<file path="src/btc_pkg.sv">
// Constants and types for the bit test and compare execution unit
package btc_pkg;
   // Register byte offsets
   localparam logic [7:0] BTC_CMD_OFF = 8'h00;
   localparam logic [7:0] BTC_OPA_OFF = 8'h04;
   localparam logic [7:0] BTC_OPB_OFF = 8'h08;
   localparam logic [7:0] BTC_STAT_OFF = 8'h0c;
   localparam logic [7:0] BTC_RES_OFF = 8'h10;
   localparam logic [7:0] BTC_LIT_OFF = 8'h14;
   localparam logic [7:0] BTC_CYC_OFF = 8'h18;
   // Command word fields
   localparam int BTC_OP_LSB = 0;
   localparam int BTC_BIT_LSB = 5;
   localparam int BTC_L5_LSB = 9;
   localparam int BTC_VAR_BIT = 14;
   localparam int BTC_TWO_BIT = 15;
   localparam int BTC_USEL_BIT = 16;
   // Status bit positions
   localparam int BTC_C = 0;
   localparam int BTC_DC = 1;
   localparam int BTC_N = 2;
   localparam int BTC_OV = 3;
   localparam int BTC_Z = 4;
   localparam int BTC_OA = 5;
   localparam int BTC_OB = 6;
   localparam int BTC_SA = 7;
   localparam int BTC_SB = 8;
   localparam int BTC_WATCHDOG_TIMEOUT_FLAG = 9;
   localparam int BTC_SLP = 10;
   localparam int BTC_SKIP = 11;
   localparam int BTC_BUSY = 12;
   localparam int BTC_FLAG_W = 11;
   // Reset values and figures
   localparam logic [10:0] BTC_FLAG_RST = 11'h000;
   localparam logic [1:0] BTC_RESP_OK = 2'b00;
   localparam logic [1:0] BTC_RESP_ERR = 2'b10;
   localparam logic [1:0] BTC_CYC_ONE = 2'd1;
   localparam logic [1:0] BTC_CYC_TWO = 2'd2;
   localparam logic [1:0] BTC_CYC_THREE = 2'd3;
   localparam logic [15:0] BTC_BCD_LO = 16'h0006;
   localparam logic [15:0] BTC_BCD_HI = 16'h0060;
   // Operation codes
   typedef enum logic [4:0] {
      BTC_SKIP_CLR = 5'b00000, BTC_SKIP_SET = 5'b00001,
      BTC_TEST_SET = 5'b00010, BTC_CALL_DIR = 5'b00011,
      BTC_CALL_IND = 5'b00100, BTC_ZERO = 5'b00101,
      BTC_CLR_ACC = 5'b00110, BTC_WDT_KICK = 5'b00111,
      BTC_CMP = 5'b01000, BTC_CMP_ZERO = 5'b01001,
      BTC_CMP_BOR = 5'b01010, BTC_SK_EQ = 5'b01011,
      BTC_SK_NE = 5'b01100, BTC_SK_GT = 5'b01101,
      BTC_SK_LT = 5'b01110, BTC_DAJ = 5'b01111,
      BTC_DEC = 5'b10000
   } btc_op_t;
endpackage

</file>
<file path="src/btc_exec.sv">
// Bit test, call, clear, compare, decimal adjust and decrement unit
// Contract
// (RULE_01) Skip-if-clear skips when selected bit zero
// (RULE_02) Skip-if-set skips when bit one, no flags
// (RULE_03) Test-then-set copies bit to C or Z
// (RULE_04) Direct call: 23-bit target, two cycles
// (RULE_05) Indirect call: register target, two cycles
// (RULE_06) Clear writes zero, flags untouched
// (RULE_07) Accumulator clear updates OA, OB, SA, SB
// (RULE_08) Watchdog kick restarts timer, clears WATCHDOG_TIMEOUT_FLAG, sleep
// (RULE_09) Compare subtracts, updates C DC N OV Z
// (RULE_10) Compare-with-zero updates flags, stores nothing
// (RULE_11) Compare-with-borrow: base minus source minus not C
// (RULE_12) Equal/unequal skip, no flag change
// (RULE_13) Greater/less skip, no flag change
// (RULE_14) Decimal adjust to packed BCD, C only
// (RULE_15) Decrement by one, updates five flags
// (RULE_16) Taken skip costs two or three cycles
//
// The AXI4-Lite slave port and the placing of the registers are this design's own decisions.
`timescale 1ns/1ns
module btc_exec
   import btc_pkg::*;
#(
   parameter int WDT_CYCLES = 65536
)(
   // Clock and reset
   input wire logic aclk,
   input wire logic aresetn,
   // Write address channel
   input wire logic awvalid,
   input wire logic [7:0] awaddr,
   output logic awready,
   // Write data channel
   input wire logic wvalid,
   input wire logic [31:0] wdata,
   input wire logic [3:0] wstrb,
   output logic wready,
   // Write response channel
   output logic bvalid,
   output logic [1:0] bresp,
   input wire logic bready,
   // Read address channel
   input wire logic arvalid,
   input wire logic [7:0] araddr,
   output logic arready,
   // Read data channel
   output logic rvalid,
   output logic [31:0] rdata,
   output logic [1:0] rresp,
   input wire logic rready
);
   // Subtract with carry-in; returns {Z,OV,N,DC,C,diff}
   // Flag order matches the status bit order, so [20:16] drops in
   function automatic logic [20:0] sub_f(input logic [15:0] a,
      input logic [15:0] b, input logic cin);
      logic [16:0] s;
      logic [4:0] lo;
      s = {1'b0, a} + {1'b0, ~b} + {16'h0000, cin};
      lo = {1'b0, a[3:0]} + {1'b0, ~b[3:0]} + {4'h0, cin};
      sub_f = {s[15:0] == 16'h0000,
         (a[15] != b[15]) && (s[15] != a[15]),
         s[15], lo[4], s[16], s[15:0]};
   endfunction

   // Bus side state
   logic aw_got_reg, aw_got_next; // Address held
   logic w_got_reg, w_got_next; // Data held
   logic [7:0] wa_reg, wa_next; // Held write address
   logic [31:0] wd_reg, wd_next; // Held write data
   logic [3:0] ws_reg, ws_next; // Held strobes
   logic awready_reg, awready_next;
   logic wready_reg, wready_next;
   logic bvalid_reg, bvalid_next;
   logic [1:0] bresp_reg, bresp_next;
   logic arready_reg, arready_next;
   logic rvalid_reg, rvalid_next;
   logic [31:0] rdata_reg, rdata_next;
   logic [1:0] rresp_reg, rresp_next;
   // Execution state
   logic [15:0] opa_reg, opa_next; // Base, file or named operand
   logic [15:0] opb_reg, opb_next; // Source or default operand
   logic [22:0] lit_reg, lit_next; // Direct call literal
   logic [10:0] flg_reg, flg_next; // Status flags
   logic [15:0] res_reg, res_next; // Last result
   logic [22:0] pc_reg, pc_next; // Last call target
   logic skip_reg, skip_next; // Last instruction skipped
   logic [1:0] cyc_reg, cyc_next; // Cycles of last instruction
   logic [1:0] busy_reg, busy_next; // Cycles still to run
   logic [31:0] wdt_reg, wdt_next; // Watchdog count
   logic exec_reg, exec_next; // Helper: executed last cycle
   btc_op_t op_reg, op_next; // Helper: last operation
   // Decode of the command being written
   logic do_wr, exec;
   logic [31:0] cmd;
   btc_op_t op;
   logic [3:0] bsel;
   logic [15:0] srcb, tmp;
   logic [20:0] sr;
   logic tst, cad;

   assign do_wr = aw_got_reg && w_got_reg && !bvalid_reg;
   assign cmd = wd_reg;
   assign op = btc_op_t'(cmd[BTC_OP_LSB +: 5]);
   assign bsel = cmd[BTC_BIT_LSB +: 4];
   assign exec = do_wr && wa_reg == BTC_CMD_OFF && busy_reg == 2'd0;
   // Literal replaces the source operand when selected
   assign srcb = cmd[BTC_USEL_BIT] ? {11'h000, cmd[BTC_L5_LSB +: 5]}
      : opb_reg;

   // AXI write path: address and data taken in either order
   always_comb
   begin
      aw_got_next = aw_got_reg;
      w_got_next = w_got_reg;
      wa_next = wa_reg;
      wd_next = wd_reg;
      ws_next = ws_reg;
      bvalid_next = bvalid_reg;
      bresp_next = bresp_reg;
      if (awvalid && awready_reg)
      begin
         aw_got_next = 1'b1;
         wa_next = {awaddr[7:2], 2'b00};
      end
      if (wvalid && wready_reg)
      begin
         w_got_next = 1'b1;
         wd_next = wdata;
         ws_next = wstrb;
      end
      // Both halves held: perform and answer next cycle
      if (do_wr)
      begin
         aw_got_next = 1'b0;
         w_got_next = 1'b0;
         bvalid_next = 1'b1;
         bresp_next = (wa_reg > BTC_CYC_OFF) ? BTC_RESP_ERR : BTC_RESP_OK;
      end
      else if (bvalid_reg && bready)
      begin
         bvalid_next = 1'b0;
      end
      // No new halves until the answer is gone
      awready_next = !aw_got_next && !bvalid_next;
      wready_next = !w_got_next && !bvalid_next;
   end

   // AXI read path: one read in flight, answer one cycle after
   always_comb
   begin
      rvalid_next = rvalid_reg;
      rdata_next = rdata_reg;
      rresp_next = rresp_reg;
      if (arvalid && arready_reg)
      begin
         rvalid_next = 1'b1;
         rresp_next = BTC_RESP_OK;
         unique case ({araddr[7:2], 2'b00})
            BTC_CMD_OFF: rdata_next = {27'h0, op_reg};
            BTC_OPA_OFF: rdata_next = {16'h0000, opa_reg};
            BTC_OPB_OFF: rdata_next = {16'h0000, opb_reg};
            BTC_STAT_OFF: rdata_next = {19'h0, busy_reg != 2'd0,
               skip_reg, flg_reg};
            BTC_RES_OFF: rdata_next = {16'h0000, res_reg};
            BTC_LIT_OFF: rdata_next = {9'h000, pc_reg};
            BTC_CYC_OFF: rdata_next = {30'h0, cyc_reg};
            default:
            begin
               // Unmapped: zero data, slave error
               rdata_next = 32'h0000_0000;
               rresp_next = BTC_RESP_ERR;
            end
         endcase
      end
      else if (rvalid_reg && rready)
      begin
         rvalid_next = 1'b0;
      end
      arready_next = !rvalid_next;
   end

   // Operand and configuration writes
   always_comb
   begin
      opa_next = opa_reg;
      opb_next = opb_reg;
      lit_next = lit_reg;
      // Only full low halfword writes land; partial strobes ignored
      if (do_wr && ws_reg[1:0] == 2'b11)
      begin
         if (wa_reg == BTC_OPA_OFF)
            opa_next = wd_reg[15:0];
         if (wa_reg == BTC_OPB_OFF)
            opb_next = wd_reg[15:0];
         if (wa_reg == BTC_LIT_OFF && ws_reg[2])
            lit_next = wd_reg[22:0];
      end
   end

   // Instruction execution on a command write
   always_comb
   begin
      flg_next = flg_reg;
      res_next = res_reg;
      pc_next = pc_reg;
      skip_next = skip_reg;
      cyc_next = cyc_reg;
      busy_next = (busy_reg != 2'd0) ? busy_reg - 2'd1 : 2'd0;
      op_next = op_reg;
      exec_next = exec;
      wdt_next = wdt_reg + 32'd1;
      tst = opa_reg[bsel];
      sr = sub_f(opa_reg, srcb, 1'b1);
      tmp = 16'h0000;
      cad = 1'b0;
      // Software may rewrite the flags directly
      if (do_wr && wa_reg == BTC_STAT_OFF && ws_reg[1:0] == 2'b11)
         flg_next = wd_reg[BTC_FLAG_W-1:0];
      if (exec)
      begin
         op_next = op;
         skip_next = 1'b0;
         cyc_next = BTC_CYC_ONE;
         unique case (op)
            BTC_SKIP_CLR: skip_next = !tst; // RULE_01
            BTC_SKIP_SET: skip_next = tst; // RULE_02
            BTC_TEST_SET:
            begin
               // Variant picks C, otherwise Z takes the inverse
               if (cmd[BTC_VAR_BIT])
                  flg_next[BTC_C] = tst; // RULE_03
               else
                  flg_next[BTC_Z] = !tst; // RULE_03
               res_next = opa_reg | (16'h0001 << bsel); // RULE_03
            end
            BTC_CALL_DIR:
            begin
               pc_next = lit_reg; // RULE_04
               cyc_next = BTC_CYC_TWO; // RULE_04
            end
            BTC_CALL_IND:
            begin
               pc_next = {7'h00, opa_reg}; // RULE_05
               cyc_next = BTC_CYC_TWO; // RULE_05
            end
            BTC_ZERO: res_next = 16'h0000; // RULE_06
            BTC_CLR_ACC:
            begin
               // Cleared accumulator loses overflow and saturation
               if (cmd[BTC_VAR_BIT])
               begin
                  flg_next[BTC_OB] = 1'b0; // RULE_07
                  flg_next[BTC_SB] = 1'b0; // RULE_07
               end
               else
               begin
                  flg_next[BTC_OA] = 1'b0; // RULE_07
                  flg_next[BTC_SA] = 1'b0; // RULE_07
               end
            end
            BTC_WDT_KICK:
            begin
               wdt_next = 32'd0; // RULE_08
               flg_next[BTC_WATCHDOG_TIMEOUT_FLAG] = 1'b0; // RULE_08
               flg_next[BTC_SLP] = 1'b0; // RULE_08
            end
            BTC_CMP: flg_next[4:0] = sr[20:16]; // RULE_09
            BTC_CMP_ZERO:
               flg_next[4:0] = sub_f(opa_reg, 16'h0000, 1'b1)
                  [20:16]; // RULE_10
            BTC_CMP_BOR:
            begin
               // Z can only stay set, so chained compares work
               sr = sub_f(opa_reg, srcb, flg_reg[BTC_C]); // RULE_11
               flg_next[3:0] = sr[19:16]; // RULE_11
               flg_next[BTC_Z] = flg_reg[BTC_Z] && sr[20]; // RULE_11
            end
            BTC_SK_EQ: skip_next = opa_reg == opb_reg; // RULE_12
            BTC_SK_NE: skip_next = opa_reg != opb_reg; // RULE_12
            BTC_SK_GT:
               skip_next = $signed(opa_reg) > $signed(opb_reg); // RULE_13
            BTC_SK_LT:
               skip_next = $signed(opa_reg) < $signed(opb_reg); // RULE_13
            BTC_DAJ:
            begin
               // Low byte adjusted; carry only ever set
               tmp = {8'h00, opa_reg[7:0]};
               if (tmp[3:0] > 4'h9 || flg_reg[BTC_DC])
                  tmp = tmp + BTC_BCD_LO; // RULE_14
               if (tmp[8:4] > 5'h09 || flg_reg[BTC_C])
               begin
                  tmp = tmp + BTC_BCD_HI; // RULE_14
                  cad = 1'b1;
               end
               res_next = {opa_reg[15:8], tmp[7:0]}; // RULE_14
               flg_next[BTC_C] = flg_reg[BTC_C] || cad || tmp[8]; // RULE_14
            end
            BTC_DEC:
            begin
               sr = sub_f(opa_reg, 16'h0001, 1'b1); // RULE_15
               res_next = sr[15:0]; // RULE_15
               flg_next[4:0] = sr[20:16]; // RULE_15
            end
            default: cyc_next = BTC_CYC_ONE; // Unknown code: no-op
         endcase
         // Skipped instruction length sets the cost
         if (skip_next)
            cyc_next = cmd[BTC_TWO_BIT] ? BTC_CYC_THREE
               : BTC_CYC_TWO; // RULE_16
         busy_next = cyc_next - 2'd1;
      end
      // Timeout set wins over any clear in the same cycle
      if (wdt_reg >= WDT_CYCLES - 1)
      begin
         flg_next[BTC_WATCHDOG_TIMEOUT_FLAG] = 1'b1;
         wdt_next = 32'd0;
      end
   end

   // Register every group
   always_ff @(posedge aclk)
   begin
      if (!aresetn)
      begin
         aw_got_reg <= 1'b0;
         w_got_reg <= 1'b0;
         wa_reg <= 8'h00;
         wd_reg <= 32'h0000_0000;
         ws_reg <= 4'h0;
         awready_reg <= 1'b0;
         wready_reg <= 1'b0;
         bvalid_reg <= 1'b0;
         bresp_reg <= BTC_RESP_OK;
         arready_reg <= 1'b0;
         rvalid_reg <= 1'b0;
         rdata_reg <= 32'h0000_0000;
         rresp_reg <= BTC_RESP_OK;
         opa_reg <= 16'h0000;
         opb_reg <= 16'h0000;
         lit_reg <= 23'h000000;
         flg_reg <= BTC_FLAG_RST;
         res_reg <= 16'h0000;
         pc_reg <= 23'h000000;
         skip_reg <= 1'b0;
         cyc_reg <= 2'd0;
         busy_reg <= 2'd0;
         wdt_reg <= 32'd0;
         exec_reg <= 1'b0;
         op_reg <= BTC_SKIP_CLR;
      end
      else
      begin
         aw_got_reg <= aw_got_next;
         w_got_reg <= w_got_next;
         wa_reg <= wa_next;
         wd_reg <= wd_next;
         ws_reg <= ws_next;
         awready_reg <= awready_next;
         wready_reg <= wready_next;
         bvalid_reg <= bvalid_next;
         bresp_reg <= bresp_next;
         arready_reg <= arready_next;
         rvalid_reg <= rvalid_next;
         rdata_reg <= rdata_next;
         rresp_reg <= rresp_next;
         opa_reg <= opa_next;
         opb_reg <= opb_next;
         lit_reg <= lit_next;
         flg_reg <= flg_next;
         res_reg <= res_next;
         pc_reg <= pc_next;
         skip_reg <= skip_next;
         cyc_reg <= cyc_next;
         busy_reg <= busy_next;
         wdt_reg <= wdt_next;
         exec_reg <= exec_next;
         op_reg <= op_next;
      end
   end

   // Outputs straight from flops
   assign awready = awready_reg;
   assign wready = wready_reg;
   assign bvalid = bvalid_reg;
   assign bresp = bresp_reg;
   assign arready = arready_reg;
   assign rvalid = rvalid_reg;
   assign rdata = rdata_reg;
   assign rresp = rresp_reg;
endmodule // btc_exec

</file>
<file path="config.mk">
export PLATFORM = sky130hd
export DESIGN_NAME = btc_exec
export DESIGN_NICKNAME = d
export VERILOG_FILES = /design/src/btc_pkg.sv /design/src/btc_exec.sv
export SDC_FILE = /design/constraint.sdc
export NUM_CORES = 1
export LEC_CHECK = 0
export BUFFER_PORTS_ARGS = -buffer_cell sky130_fd_sc_hd__buf_2
export CAP_MARGIN = 5
export CORE_UTILIZATION = 55
export CTS_CLUSTER_DIAMETER = 120
export DETAILED_ROUTE_END_ITERATION = 8
export GPL_TIMING_DRIVEN = 0
export PLACE_DENSITY = 0.85
export SYNTH_ARGS = -nofsm -noshare
export SYNTH_HDL_FRONTEND = slang
export SYNTH_SLANG_ARGS = --single-unit
</file>
<file path="constraint.sdc">
create_clock -name aclk -period 3.71 [get_ports aclk]
set_input_delay 0.5565 -clock aclk [delete_from_list [all_inputs] [get_ports aclk]]
set_output_delay 0.5565 -clock aclk [all_outputs]
set_load 0.005 [all_outputs]
</file>
Word level (Yosys, flattened, before mapping)
Index checks and enable logic that the tools add are counted.
- $add $sub $neg: 19
- order comparisons: 7
- equality and inequality tests: 34
- shift operators: 1
- muxes and demuxes: 49
- bitwise operators: 4
- reduce and logical (&&, ||, !) cells: 49
- operators by type and width (kind ; count):
    $pmux 23 s7 ; 1
    $logic_not 16->1 ; 4
    $mux 32 ; 2
    $pmux 16 s4 ; 1
    $mux 9 ; 6
    $add 17x1->17 const B ; 3
    $pmux 23 s2 ; 1
    $eq 5x4->1 const B ; 8
    $add 16x16->17 const B ; 2
    $add 32x1->32 const B ; 1
    $ge 32x16->1 const B ; 1
    $eq 6x2->1 const B ; 4
    $eq 6x3->1 const B ; 4
    $mux 11 ; 2
    $mux 1 ; 21
    $eq 5x3->1 const B ; 4
    $logic_and 1x1->1 ; 20
    $add 16x16->17 ; 1
    $add 17x1->17 ; 1
    $eq 16x16->1 ; 1
    $gt 16x16->1 ; 1
    $lt 16x16->1 ; 1
    $mux 16 ; 1
    $mux 2 ; 8
    39 further kinds ; 64
- register bits: 222
- bits of input ports: 59
- word-level logic and storage cells: 187

Depth between registers and ports, before layout
Gate-level depths: netlist (run 1).
- depth after elaboration: 15
- mapped depth: 16
- depth with buffers taken out: 15

Least setup slack after synthesis (run 1)
Ideal clock, no wire load.
- kind: flip-flop to flip-flop
- start point: reg wd_reg[16] (netlist: cmd[16])
- end point: reg flg_reg[4]
- setup time: 96 ps
- arrival time: 3560 ps
- data required time: 3614 ps
- setup slack: 54 ps
- cell stages (with the launch flop): 15
- buffers on the path: 2
- period minus slack after synthesis: 3656 ps
- cell sequence: dfxtp_1 > clkbuf_1 > buf_1 > mux2i_1 > ha_1 > fa_1 > nand3_2 > a21oi_2 > mux2_2 > a21boi_2 > nand4_2 > nor4b_4 > a21boi_2 > or2_1 > o41ai_2
- word-level cells in the longest chain between the ends: 8
- elaborated cells between the ends (all ways): 10
- classes of those cells: add/sub: 3; mux: 3; bitwise: 1; reduce/logical: 3
- ends and longest elaborated chain (item ; RTL line ; RTL):
    start: declaration ; btc_exec.sv:70 ; logic [31:0] wd_reg, wd_next;
    start signal: assignment ; btc_exec.sv:357 ; wd_reg <= wd_next;
    $mux 16 (*) ; btc_exec.sv:108 ; assign srcb = cmd[BTC_USEL_BIT] ? {11'h000, cmd[BTC_L5_LSB +: 5]}
    $not 16->16 (*) ; btc_exec.sv:59 ; s = {1'b0, a} + {1'b0, ~b} + {16'h0000, cin};
    $add 16x16->17 (*) ; btc_exec.sv:59 ;
    $add 17x1->17 ; btc_exec.sv:59 ;
    $logic_not 16->1 ; btc_exec.sv:61 ; sub_f = {s[15:0] == 16'h0000,
    $logic_and 1x1->1 ; btc_exec.sv:277 ; flg_next[BTC_Z] = flg_reg[BTC_Z] && sr[20];
    $pmux 1 s5 (*) ; btc_exec.sv:225 ; unique case (op)
    $mux 11 (*) ; btc_exec.sv:220 ; if (exec)
    end signal: assignment ; btc_exec.sv:370 ; flg_reg <= flg_next;
    end: declaration ; btc_exec.sv:84 ; logic [10:0] flg_reg, flg_next;
Mark *: on every way between the ends. The rest lies on a longest branch, timed or not.
A chain may end at the register's enable or synchronous reset.

Worst setup path after layout (run 1)
- start point: reg wd_reg[10] (netlist: cmd[10])
- end point: reg flg_reg[3]
- word-level cells in the longest chain between the ends: 8
- elaborated cells between the ends (all ways): 11
- classes of those cells: add/sub: 3; eq/ne: 2; mux: 3; bitwise: 1; reduce/logical: 2
- ends and longest elaborated chain (item ; RTL line ; RTL):
    $mux 16 (*) ; btc_exec.sv:108 ;
    $not 16->16 (*) ; btc_exec.sv:59 ;
    $add 16x16->17 (*) ; btc_exec.sv:59 ;
    $add 17x1->17 ; btc_exec.sv:59 ;
    $ne 1x1->1 ; btc_exec.sv:62 ; (a[15] != b[15]) && (s[15] != a[15]),
    $logic_and 1x1->1 ; btc_exec.sv:62 ;
    $pmux 3 s4 (*) ; btc_exec.sv:225 ;
    $mux 11 (*) ; btc_exec.sv:220 ;
Marked as above.

==> results of run 1 <==
==> kinds of logic (layout without fill, tap and decap cells) <==
logic type,Yosys count,count (layout),synth area share [%]
other,1,27,0.0316
AOI/OAI and AO/OA,393,393,20.6
buffers and inverters,153,273,5.34
adders and majority gates,45,45,4.80
and+or+nand+nor,633,633,25.0
xor gates and xnor gates,43,43,3.23
muxes,53,53,5.42
DFF,211,211,35.6
==> worst max-delay path by stage <==
stage / cells past startpoint / to / startpoint / slack, ns
6_report: 11 / flg_reg[3] / cmd[10] / 0.14
5_1_grt: 13 / flg_reg[4] / cmd[16] / -0.05
4_1_cts: 13 / flg_reg[3] / cmd[9] / 0.003
3_5_place_dp: 14 / flg_reg[3] / cmd[16] / -0.92
3_3_place_gp: 14 / flg_reg[4] / cmd[16] / -0.82
2_1_floorplan: 14 / flg_reg[4] / cmd[16] / 0.05
==> layer usage <==
metal | part of all wire (%) | track usage, % | routed length [µm] | up-vias
li1 | - | - | - | 5652
met1 | 38 | 45.8 | 15800 | 5665
met2 | 43 | 55.5 | 17600 | 741
met3 | 12 | 9.79 | 4960 | 184
met4 | 6.7 | 22.8 | 2760 | 0
met5 | 0 | 0 | 0 | -
==> critical path: stages, from the launching register on <==
cell and delay [ns]:
dfxtp_1 0.68, mux2i_2 0.22, ha_1 0.37, a211oi_2 0.09
o211ai_2 0.22, a31oi_2 0.16, o311ai_2 0.47, xor2_2 0.17
or3b_2 0.48, a2111oi_1 0.38, nor2_1 0.08, a41oi_1 0.20
==> metrics by stage <==
stage	power, mW	utilization (%)	instances
2_1_floorplan	2.57	-	1558
3_3_place_gp	2.69	60.1	1905
4_1_cts	4.87	63.9	1945
6_report	4.88	64.8	1953
5_1_grt	5.02	64.8	1953
3_5_place_dp	2.70	60.2	1905
==> power groups by stage <==
stage	combinational, mW	clock (mW)	sequential [mW]
2_1_floorplan	0.202	0	2.37
3_3_place_gp	0.313	0	2.38
3_5_place_dp	0.317	0	2.38
4_1_cts	0.319	2.21	2.33
5_1_grt	0.359	2.32	2.34
6_report	0.336	2.21	2.33
==> cells in the final DEF (no fill, tap or decap), drive strengths merged, types with 6 or more instances in the layout <==
cell	n
nor2	145
ha	44
a21oi	202
mux2	11
buf	105
or3	9
xnor2	23
nand2	247
nor2b	17
a22oi	29
nand4	17
mux4	8
nor3	34
o22ai	8
conb	27
nand3	62
clkbuf	122
a31oi	17
and2	7
inv	35
o21a	6
a211oi	6
o21ai	48
clkinv	9
o211ai	9
a221oi	8
and3	16
a21o	7
mux2i	34
nor4	13
xor2	20
dfxtp	211
a21boi	7
nand2b	26
==> final cells by class <==
type                            instances  area [µm²]
Tap cell                              275         344
Clock inverter                         10         105
Clock buffer                           29         617
Timing Repair Buffer                   83         447
Fill cell                            1862        7430
Inverter                               36         139
Multi-Input combinational cell       1194        7250
Sequential cell                       211        4240
Buffer                                115         518
==> repair_timing <==
| item | in CTS | in global routing |
|---|---|---|
| resized for setup | 16 | 32 |
| setup buffers | 2 | 8 |
| endpoints found under the setup margin | 8 | 7 |
| pin swaps | 1 | 6 |
==> run metrics, run 1 <==
I/O Buffers 72; Initial Util 56.3%; global route overflow 0; Max Root-Sink Buffers 3; Synth Instances 1532; Yosys top cell by area dfxtp_1; Final Cell Area 13700 µm²; vias in the first global route 11200; GRT Total Usage 36.5%; number of synthesized register bits 211; count leader, synth nand2_1; worst slack, placed -0.917 ns; min Tclk post-route 3.57 ns; Largest register FFs 32; Num CTS Buffers 22; sequential share of the synthesized area 35.6%; Die Area 22200 µm²; die height 149 µm; status complete, no violations; Pwr Density 358 nW/µm²; Final setup viols 0; wire per inst 21.0 µm; Primary FF master, synth dfxtp_1; switching share of power 25.2%; number of synthesis warnings 0; Remaining DRCs 0; area of the mapped netlist 11900 µm²; crit path launch type flop; R2R Setup Slk 0.14 ns; final net count 1767; Avg Synthesized Cell Area 7.76 µm²; Root Buffer clkbuf_16; Area Growth Syn to Fin 15.0%; ratio of cells with drive above 1 in the final layout 12.7%; Total Neg Setup Slack 0 ns; Slew headroom 12.9%; Comb pwr share 6.9%; DRT Wirelength 41100 µm; FF-to-FF Start cmd[10]; hold path start wdata[22]; Crit Path Class reg2reg; first-pass GRT wire length 61600 µm; critical path fanouts, max 6; peak supply drop 318 µV; Chip Width 149 µm; Hold Crit Depth 3; core area 21100 µm²; Fin Hold WS 0.279 ns; Iteration-0 DRC Markers 1430; num ports 100; CTS H-tree lvls 1; number of synthesized flops with an enable pin 0; num rows 53; Vias/cell 6.27; area share of the largest cell type after synthesis 35.6%; CP Capture Type flop; largest net degree at the start of global routing 15; placed cell area 12700 µm²; ys async rst share 0%; clock power share 45.3%; initial antenna violation count 1; Final Cycle Share 96.3%; clk sinks 211; hold-fix buffers at CTS 0; worst skew pair latency 0.52 ns; Worst-path clk slew 0.07 ns; sequential group share of total power 47.8%; PnR worst setup slack 0.138 ns; most instantiated cells after synthesis nand2_1, dfxtp_1, a21oi_1, nor2_1, clkbuf_1; R2R Path End flg_reg[3]; FF-to-FF path depth 11; fmax 280 MHz; routability cong. 1.02; critical path arrival 4.01 ns; antenna diode count 0; skew final 0.0188 ns; Hold WC Path Type in2reg; pins over their slew limit 0; worst hold endpoint cmd[22]; static leakage 5.12 nW; Final Hold Viols 0; detailed-route via count 12200; HPWL Detailed 29800 µm; first-pass iteration count of the detailed router 6; Critical Path RT 4.15 ns; Synth area leaders dfxtp_1, a21oi_1, nand2_1, ha_1, nor2_1; Power Internal 3.66 mW; max-cap viol count 0; Final ANT Viol Nets 0; Psw 1.23 mW; CTS tree yes; Yosys cell types 91; Worst-Margin Slew 1.30 ns
No activity file was read; power rests on OpenSTA's default activity.
==> inputs of run 2 (changes only) <==
Settings changed: CELL_PAD_IN_SITES_DETAIL_PLACEMENT set to 1, CELL_PAD_IN_SITES_GLOBAL_PLACEMENT set to 2, CORE_UTILIZATION 55 to 32, PLACE_DENSITY 0.85 to 0.84.
==> run 2 against run 1 <==
Sequential power is essentially flat; non-clock buffer count grew 13; die area grew 71%; global-route usage shrank 12 points; sequential share of layout area shrank 0.85 points; clock power grew 6%; core utilization shrank 26 points; count of clock-buffer cells in the layout grew 1; clock skew grew 0.0056 ns; critical path type unchanged; largest power group unchanged.
==> run metrics, run 2 (synthesized netlist as in run 1, its figures left out) <==
fmax 276 MHz; final net count 1781; skew final 0.0244 ns; Worst-path clk slew 0.06 ns; Vias/cell 5.64; initial antenna violation count 1; min Tclk post-route 3.62 ns; critical path fanouts, max 10; status complete, no violations; commonest non-fill, non-tap cell in the layout nand2_1; wire per inst 22.1 µm; routability cong. 0.973; CTS tree yes; Final Hold Viols 0; CTS H-tree lvls 1; Filler cells 4488; max-cap viol count 0; multi-input logic area 7290 µm²; Worst-Margin Slew 1.32 ns; most frequent cells in the layout nand2_1, dfxtp_1, a21oi_1; Iteration-0 DRC Markers 798; Slew headroom 11.5%; Pwr Density 357 nW/µm²; Chip Width 195 µm; Crit Path Class reg2reg; Critical Path RT 4.15 ns; Hold WC Path Type in2reg; worst skew pair latency 0.55 ns; critical path arrival 4.07 ns; Remaining DRCs 0; Num CTS Buffers 23; HPWL Detailed 35800 µm; DRT Wirelength 47700 µm; clk sinks 211; Area Growth Syn to Fin 18.2%; crit path launch type flop; Root Buffer clkbuf_16; Final setup viols 0; Final ANT Viol Nets 0; Register Area 4240 µm²; Die Area 37900 µm²; Largest register FFs 32; antenna diode count 0; static leakage 5.19 nW; die height 195 µm; Initial Util 32.5%; cell total after placement 2099; vias in the first global route 12000; largest net degree at the start of global routing 14; hold-fix buffers at CTS 0; Final Cycle Share 97.7%; Total Neg Setup Slack 0 ns; pins over their slew limit 0; first-pass GRT wire length 72600 µm; GRT Total Usage 24.9%; CP Capture Type flop; peak supply drop 350 µV; core area 36600 µm²; Max Root-Sink Buffers 3; global route overflow 0; I/O Buffers 72; num ports 100; Finished Layout Cells 2158; first-pass iteration count of the detailed router 5; num rows 70; detailed-route via count 12200; ratio of cells with drive above 1 in the final layout 13.4%
[run 2: layer usage]
layer / vias to the layer above / global-route usage, % / share of wire (%)
li1: 5674 / - / -
met1: 6012 / 33.2 / 44
met2: 384 / 40.3 / 45
met3: 107 / 3.63 / 6.3
met4: 2 / 9.47 / 3.8
met5: - / 0 / 0.027
[run 2: power by group]
group / internal (mW) / total [mW] / leakage, nW / switching (mW)
combinational: 0.105 / 0.349 / 3.12 / 0.244
sequential: 2.30 / 2.34 / 1.71 / 0.0372
clock: 1.32 / 2.34 / 0.358 / 1.01
total: 3.73 / 5.02 / 5.19 / 1.29
[run 2: critical path, stage by stage, from the launching register on]
cell and delay (ns):
dfxtp_4 0.37, buf_8 0.14, inv_1 0.10, ha_1 0.23, a21boi_4 0.27, nand2_2 0.12
or4_4 0.46, or3_4 0.39, nor2_2 0.12, ha_1 0.28, nor2_1 0.10, nand4_1 0.14
nor4_2 0.31, nand4_1 0.18, nand3_2 0.13, o21ai_0 0.12, o41ai_2 0.07
[run 2: repair_timing]
| item | 4_1_cts | 5_1_grt |
|---|---|---|
| gates resized for setup | 28 | 30 |
| setup buffers | 7 | 13 |
| pin swaps | 7 | 12 |
| endpoints found under the hold margin | 0 | 0 |
| endpoints found under the setup margin | 11 | 8 |
| gates cloned | 0 | 0 |
[run 2: stage by stage]
| stage | hold WS, ns | area [µm²] | util, % | setup WS (ns) | power [mW] |
|---|---|---|---|---|---|
| after CTS | 0.233 | 13800 | 37.7 | 0.00513 | 5.05 |
| after global placement | 0.439 | 12900 | 35.3 | -1.02 | 2.71 |
| after global routing | 0.243 | 14000 | 38.4 | -0.0964 | 5.18 |
| after detailed placement | 0.448 | 12900 | 35.3 | -1.11 | 2.72 |
| after floorplan | 0.426 | 12000 | - | 0.0543 | 2.57 |
| final | 0.249 | 14000 | 38.4 | 0.0856 | 5.02 |
[run 2: worst paths after layout]
check | from | end | slack (ns) | cells after the start
max | opa_reg[2] | flg_reg[4] | 0.09 | 16
min reg2reg | pc_reg[16] | pc_reg[16] | 0.45 | 2
min | wdata[19] | cmd[19] | 0.25 | 3
max reg2reg | opa_reg[2] | flg_reg[4] | 0.09 | 16
[run 2: final cells by class]
cell class / count / area share (%)
buffer: 116 / 3.72
tap: 468 / 4.17
multi-input combinational: 1194 / 51.9
clock buffer: 30 / 4.43
sequential: 211 / 30.2
inverter: 36 / 0.989
clock inverter: 8 / 0.793
timing repair buffer: 95 / 3.80
==> inputs of run 3 (changes only) <==
Settings changed: CORE_MARGIN set to 2.
==> run 3 against run 2 <==
Global-route usage decreased by 0.26 points; first-iteration DRC count rose by 3.9%; cell count did not move; maximum frequency down 0.18%; flip-flop and latch count did not move; cell area increased by 0.31%; hold slack about the same; setup slack worse by 0.0064 ns; count of clock-buffer cells in the layout increased by 7; largest power group is now clock.
==> run metrics, run 3 (synthesized netlist as in run 1, its figures left out) <==
first-pass GRT wire length 73300 µm; ratio of cells with drive above 1 in the final layout 13.4%; Pwr Density 372 nW/µm²; max-cap viol count 0; crit path launch type flop; wire length on met2 21900 µm; initial antenna violation count 0; detailed-route via count 12100; pins over their slew limit 0; met1 WL 21500 µm; GRT Total Usage 24.6%; most frequent cells in the layout nand2_1, dfxtp_1, a21oi_1; critical path cell sequence ha_1 > a21oi_2 > o21ai_1 > a221o_1 > o211ai_2 > nand2_1 > or3b_1 > o32a_1 > nor2_1 > a41oi_1; Worst-path clk slew 0.06 ns; core area 36600 µm²; largest net degree at the start of global routing 14; clk sinks 211; num rows 70; die height 197 µm; Die Area 38700 µm²; Final ANT Viol Nets 0; Num CTS Buffers 25; first-pass iteration count of the detailed router 5; Max Root-Sink Buffers 3; Remaining DRCs 0; peak supply drop 215 µV; commonest non-fill, non-tap cell in the layout nand2_1; slowest CP cell dfxtp_1; RSZ-0062 raised after global routing true; CTS tree yes; critical path fanouts, max 9; Chip Width 197 µm; Fin Hold WS 0.248 ns; Critical Path Max Stage Delay 0.77 ns; global route overflow 0; Area Growth Syn to Fin 18.6%; hold-fix buffers at CTS 0; Root Buffer clkbuf_16; CP bufs+invs 0; static leakage 5.21 nW; routability cong. 0.944; HPWL Detailed 35700 µm; Worst-Margin Slew 1.37 ns; Critical Path RT 4.05 ns; vias in the first global route 12300; Final setup viols 0; Crit Path Class reg2reg; top sig layer met4; Final Cycle Share 97.9%; Hold WC Path Type in2reg; Total Neg Setup Slack 0 ns; CTS H-tree lvls 1; DR WL met3 2900 µm; Iteration-0 DRC Markers 829; min Tclk post-route 3.63 ns; Largest register FFs 32; wire per inst 22.2 µm; status complete, no violations; worst skew pair latency 0.55 ns; fmax 275 MHz; critical path arrival 3.97 ns; Vias/cell 5.59; cell total after placement 2098; final net count 1775; DRT Wirelength 47800 µm; skew final 0.0170 ns; Initial Util 32.5%; Top delay family on crit path compound AO/OA/AOI/OAI gates; I/O Buffers 72; Finished Layout Cells 2158; Slew headroom 8.24%; Final Hold Viols 0; num ports 100; CP Capture Type flop
==> run 3: cell types whose count changed in the layout (fill, tap and decap cells not counted), moves of 3 or more <==
cell,change
buf_4,-8
dfxtp_1,+3
clkbuf_8,+6
dfxtp_2,-3
==> run 3: timing repair <==
item,4_1_cts,5_1_grt
setup endpoints to repair,10,7
pin swaps,5,10
hold endpoints to repair,0,0
gates resized for setup,23,32
buffers inserted,6,7
==> run 3: per-layer routing <==
layer | global-route usage, % | up-vias
met1 | 33.2 | 5919
met4 | 7.80 | 0
met2 | 40.8 | 383
li1 | - | 5665
met5 | 0 | -
met3 | 3.22 | 98
==> run 3: area by class of cell <==
| type | instances | area, µm² |
|---|---|---|
| Sequential cell | 211 | 4240 |
| Fill cell | 4510 | 22500 |
| Antenna cell | 1 | 2.50 |
| Tap cell | 468 | 586 |
| Clock buffer | 37 | 741 |
| Inverter | 36 | 139 |
| Timing Repair Buffer | 88 | 477 |
| Buffer | 115 | 518 |
| Multi-Input combinational cell | 1194 | 7280 |
| Clock inverter | 8 | 108 |
==> run 3: final timing paths <==
path,depth (start not counted),startpoint,to,slack (ns)
worst max-delay path,10,opa_reg[8],flg_reg[3],0.08
worst min-delay path,3,wdata[15],cmd[15],0.25
worst max register to register,10,opa_reg[8],flg_reg[3],0.08
worst min register to register,2,lit_reg[6],lit_reg[6],0.45
==> run 3: stage by stage <==
| step | power [mW] | worst slack (ns) | utilization [%] | cell area (µm²) |
|---|---|---|---|---|
| 4_1_cts | 5.26 | 0.0000719 | 38.0 | 13900 |
| 6_report | 5.24 | 0.0792 | 38.5 | 14100 |
| 5_1_grt | 5.41 | -0.140 | 38.5 | 14100 |
| 3_5_place_dp | 2.72 | -1.10 | 35.3 | 12900 |
| 3_3_place_gp | 2.71 | -1.00 | 35.3 | 12900 |
| 2_1_floorplan | 2.57 | 0.0543 | - | 12000 |
==> run 3: power breakdown <==
| part | switching, mW | leakage (nW) | total, mW | internal, mW |
|---|---|---|---|---|
| Combinational | 0.245 | 3.08 | 0.347 | 0.102 |
| Clock | 1.04 | 0.418 | 2.56 | 1.52 |
| Sequential | 0.0361 | 1.71 | 2.34 | 2.30 |
==> run 3: worst register-to-register path, cell delays in order (launching register included) <==
cell and delay [ns]:
dfxtp_1 0.77, ha_1 0.45, a21oi_2 0.32, o21ai_1 0.20, a221o_1 0.39, o211ai_2 0.13
nand2_1 0.09, or3b_1 0.48, o32a_1 0.37, nor2_1 0.11, a41oi_1 0.12
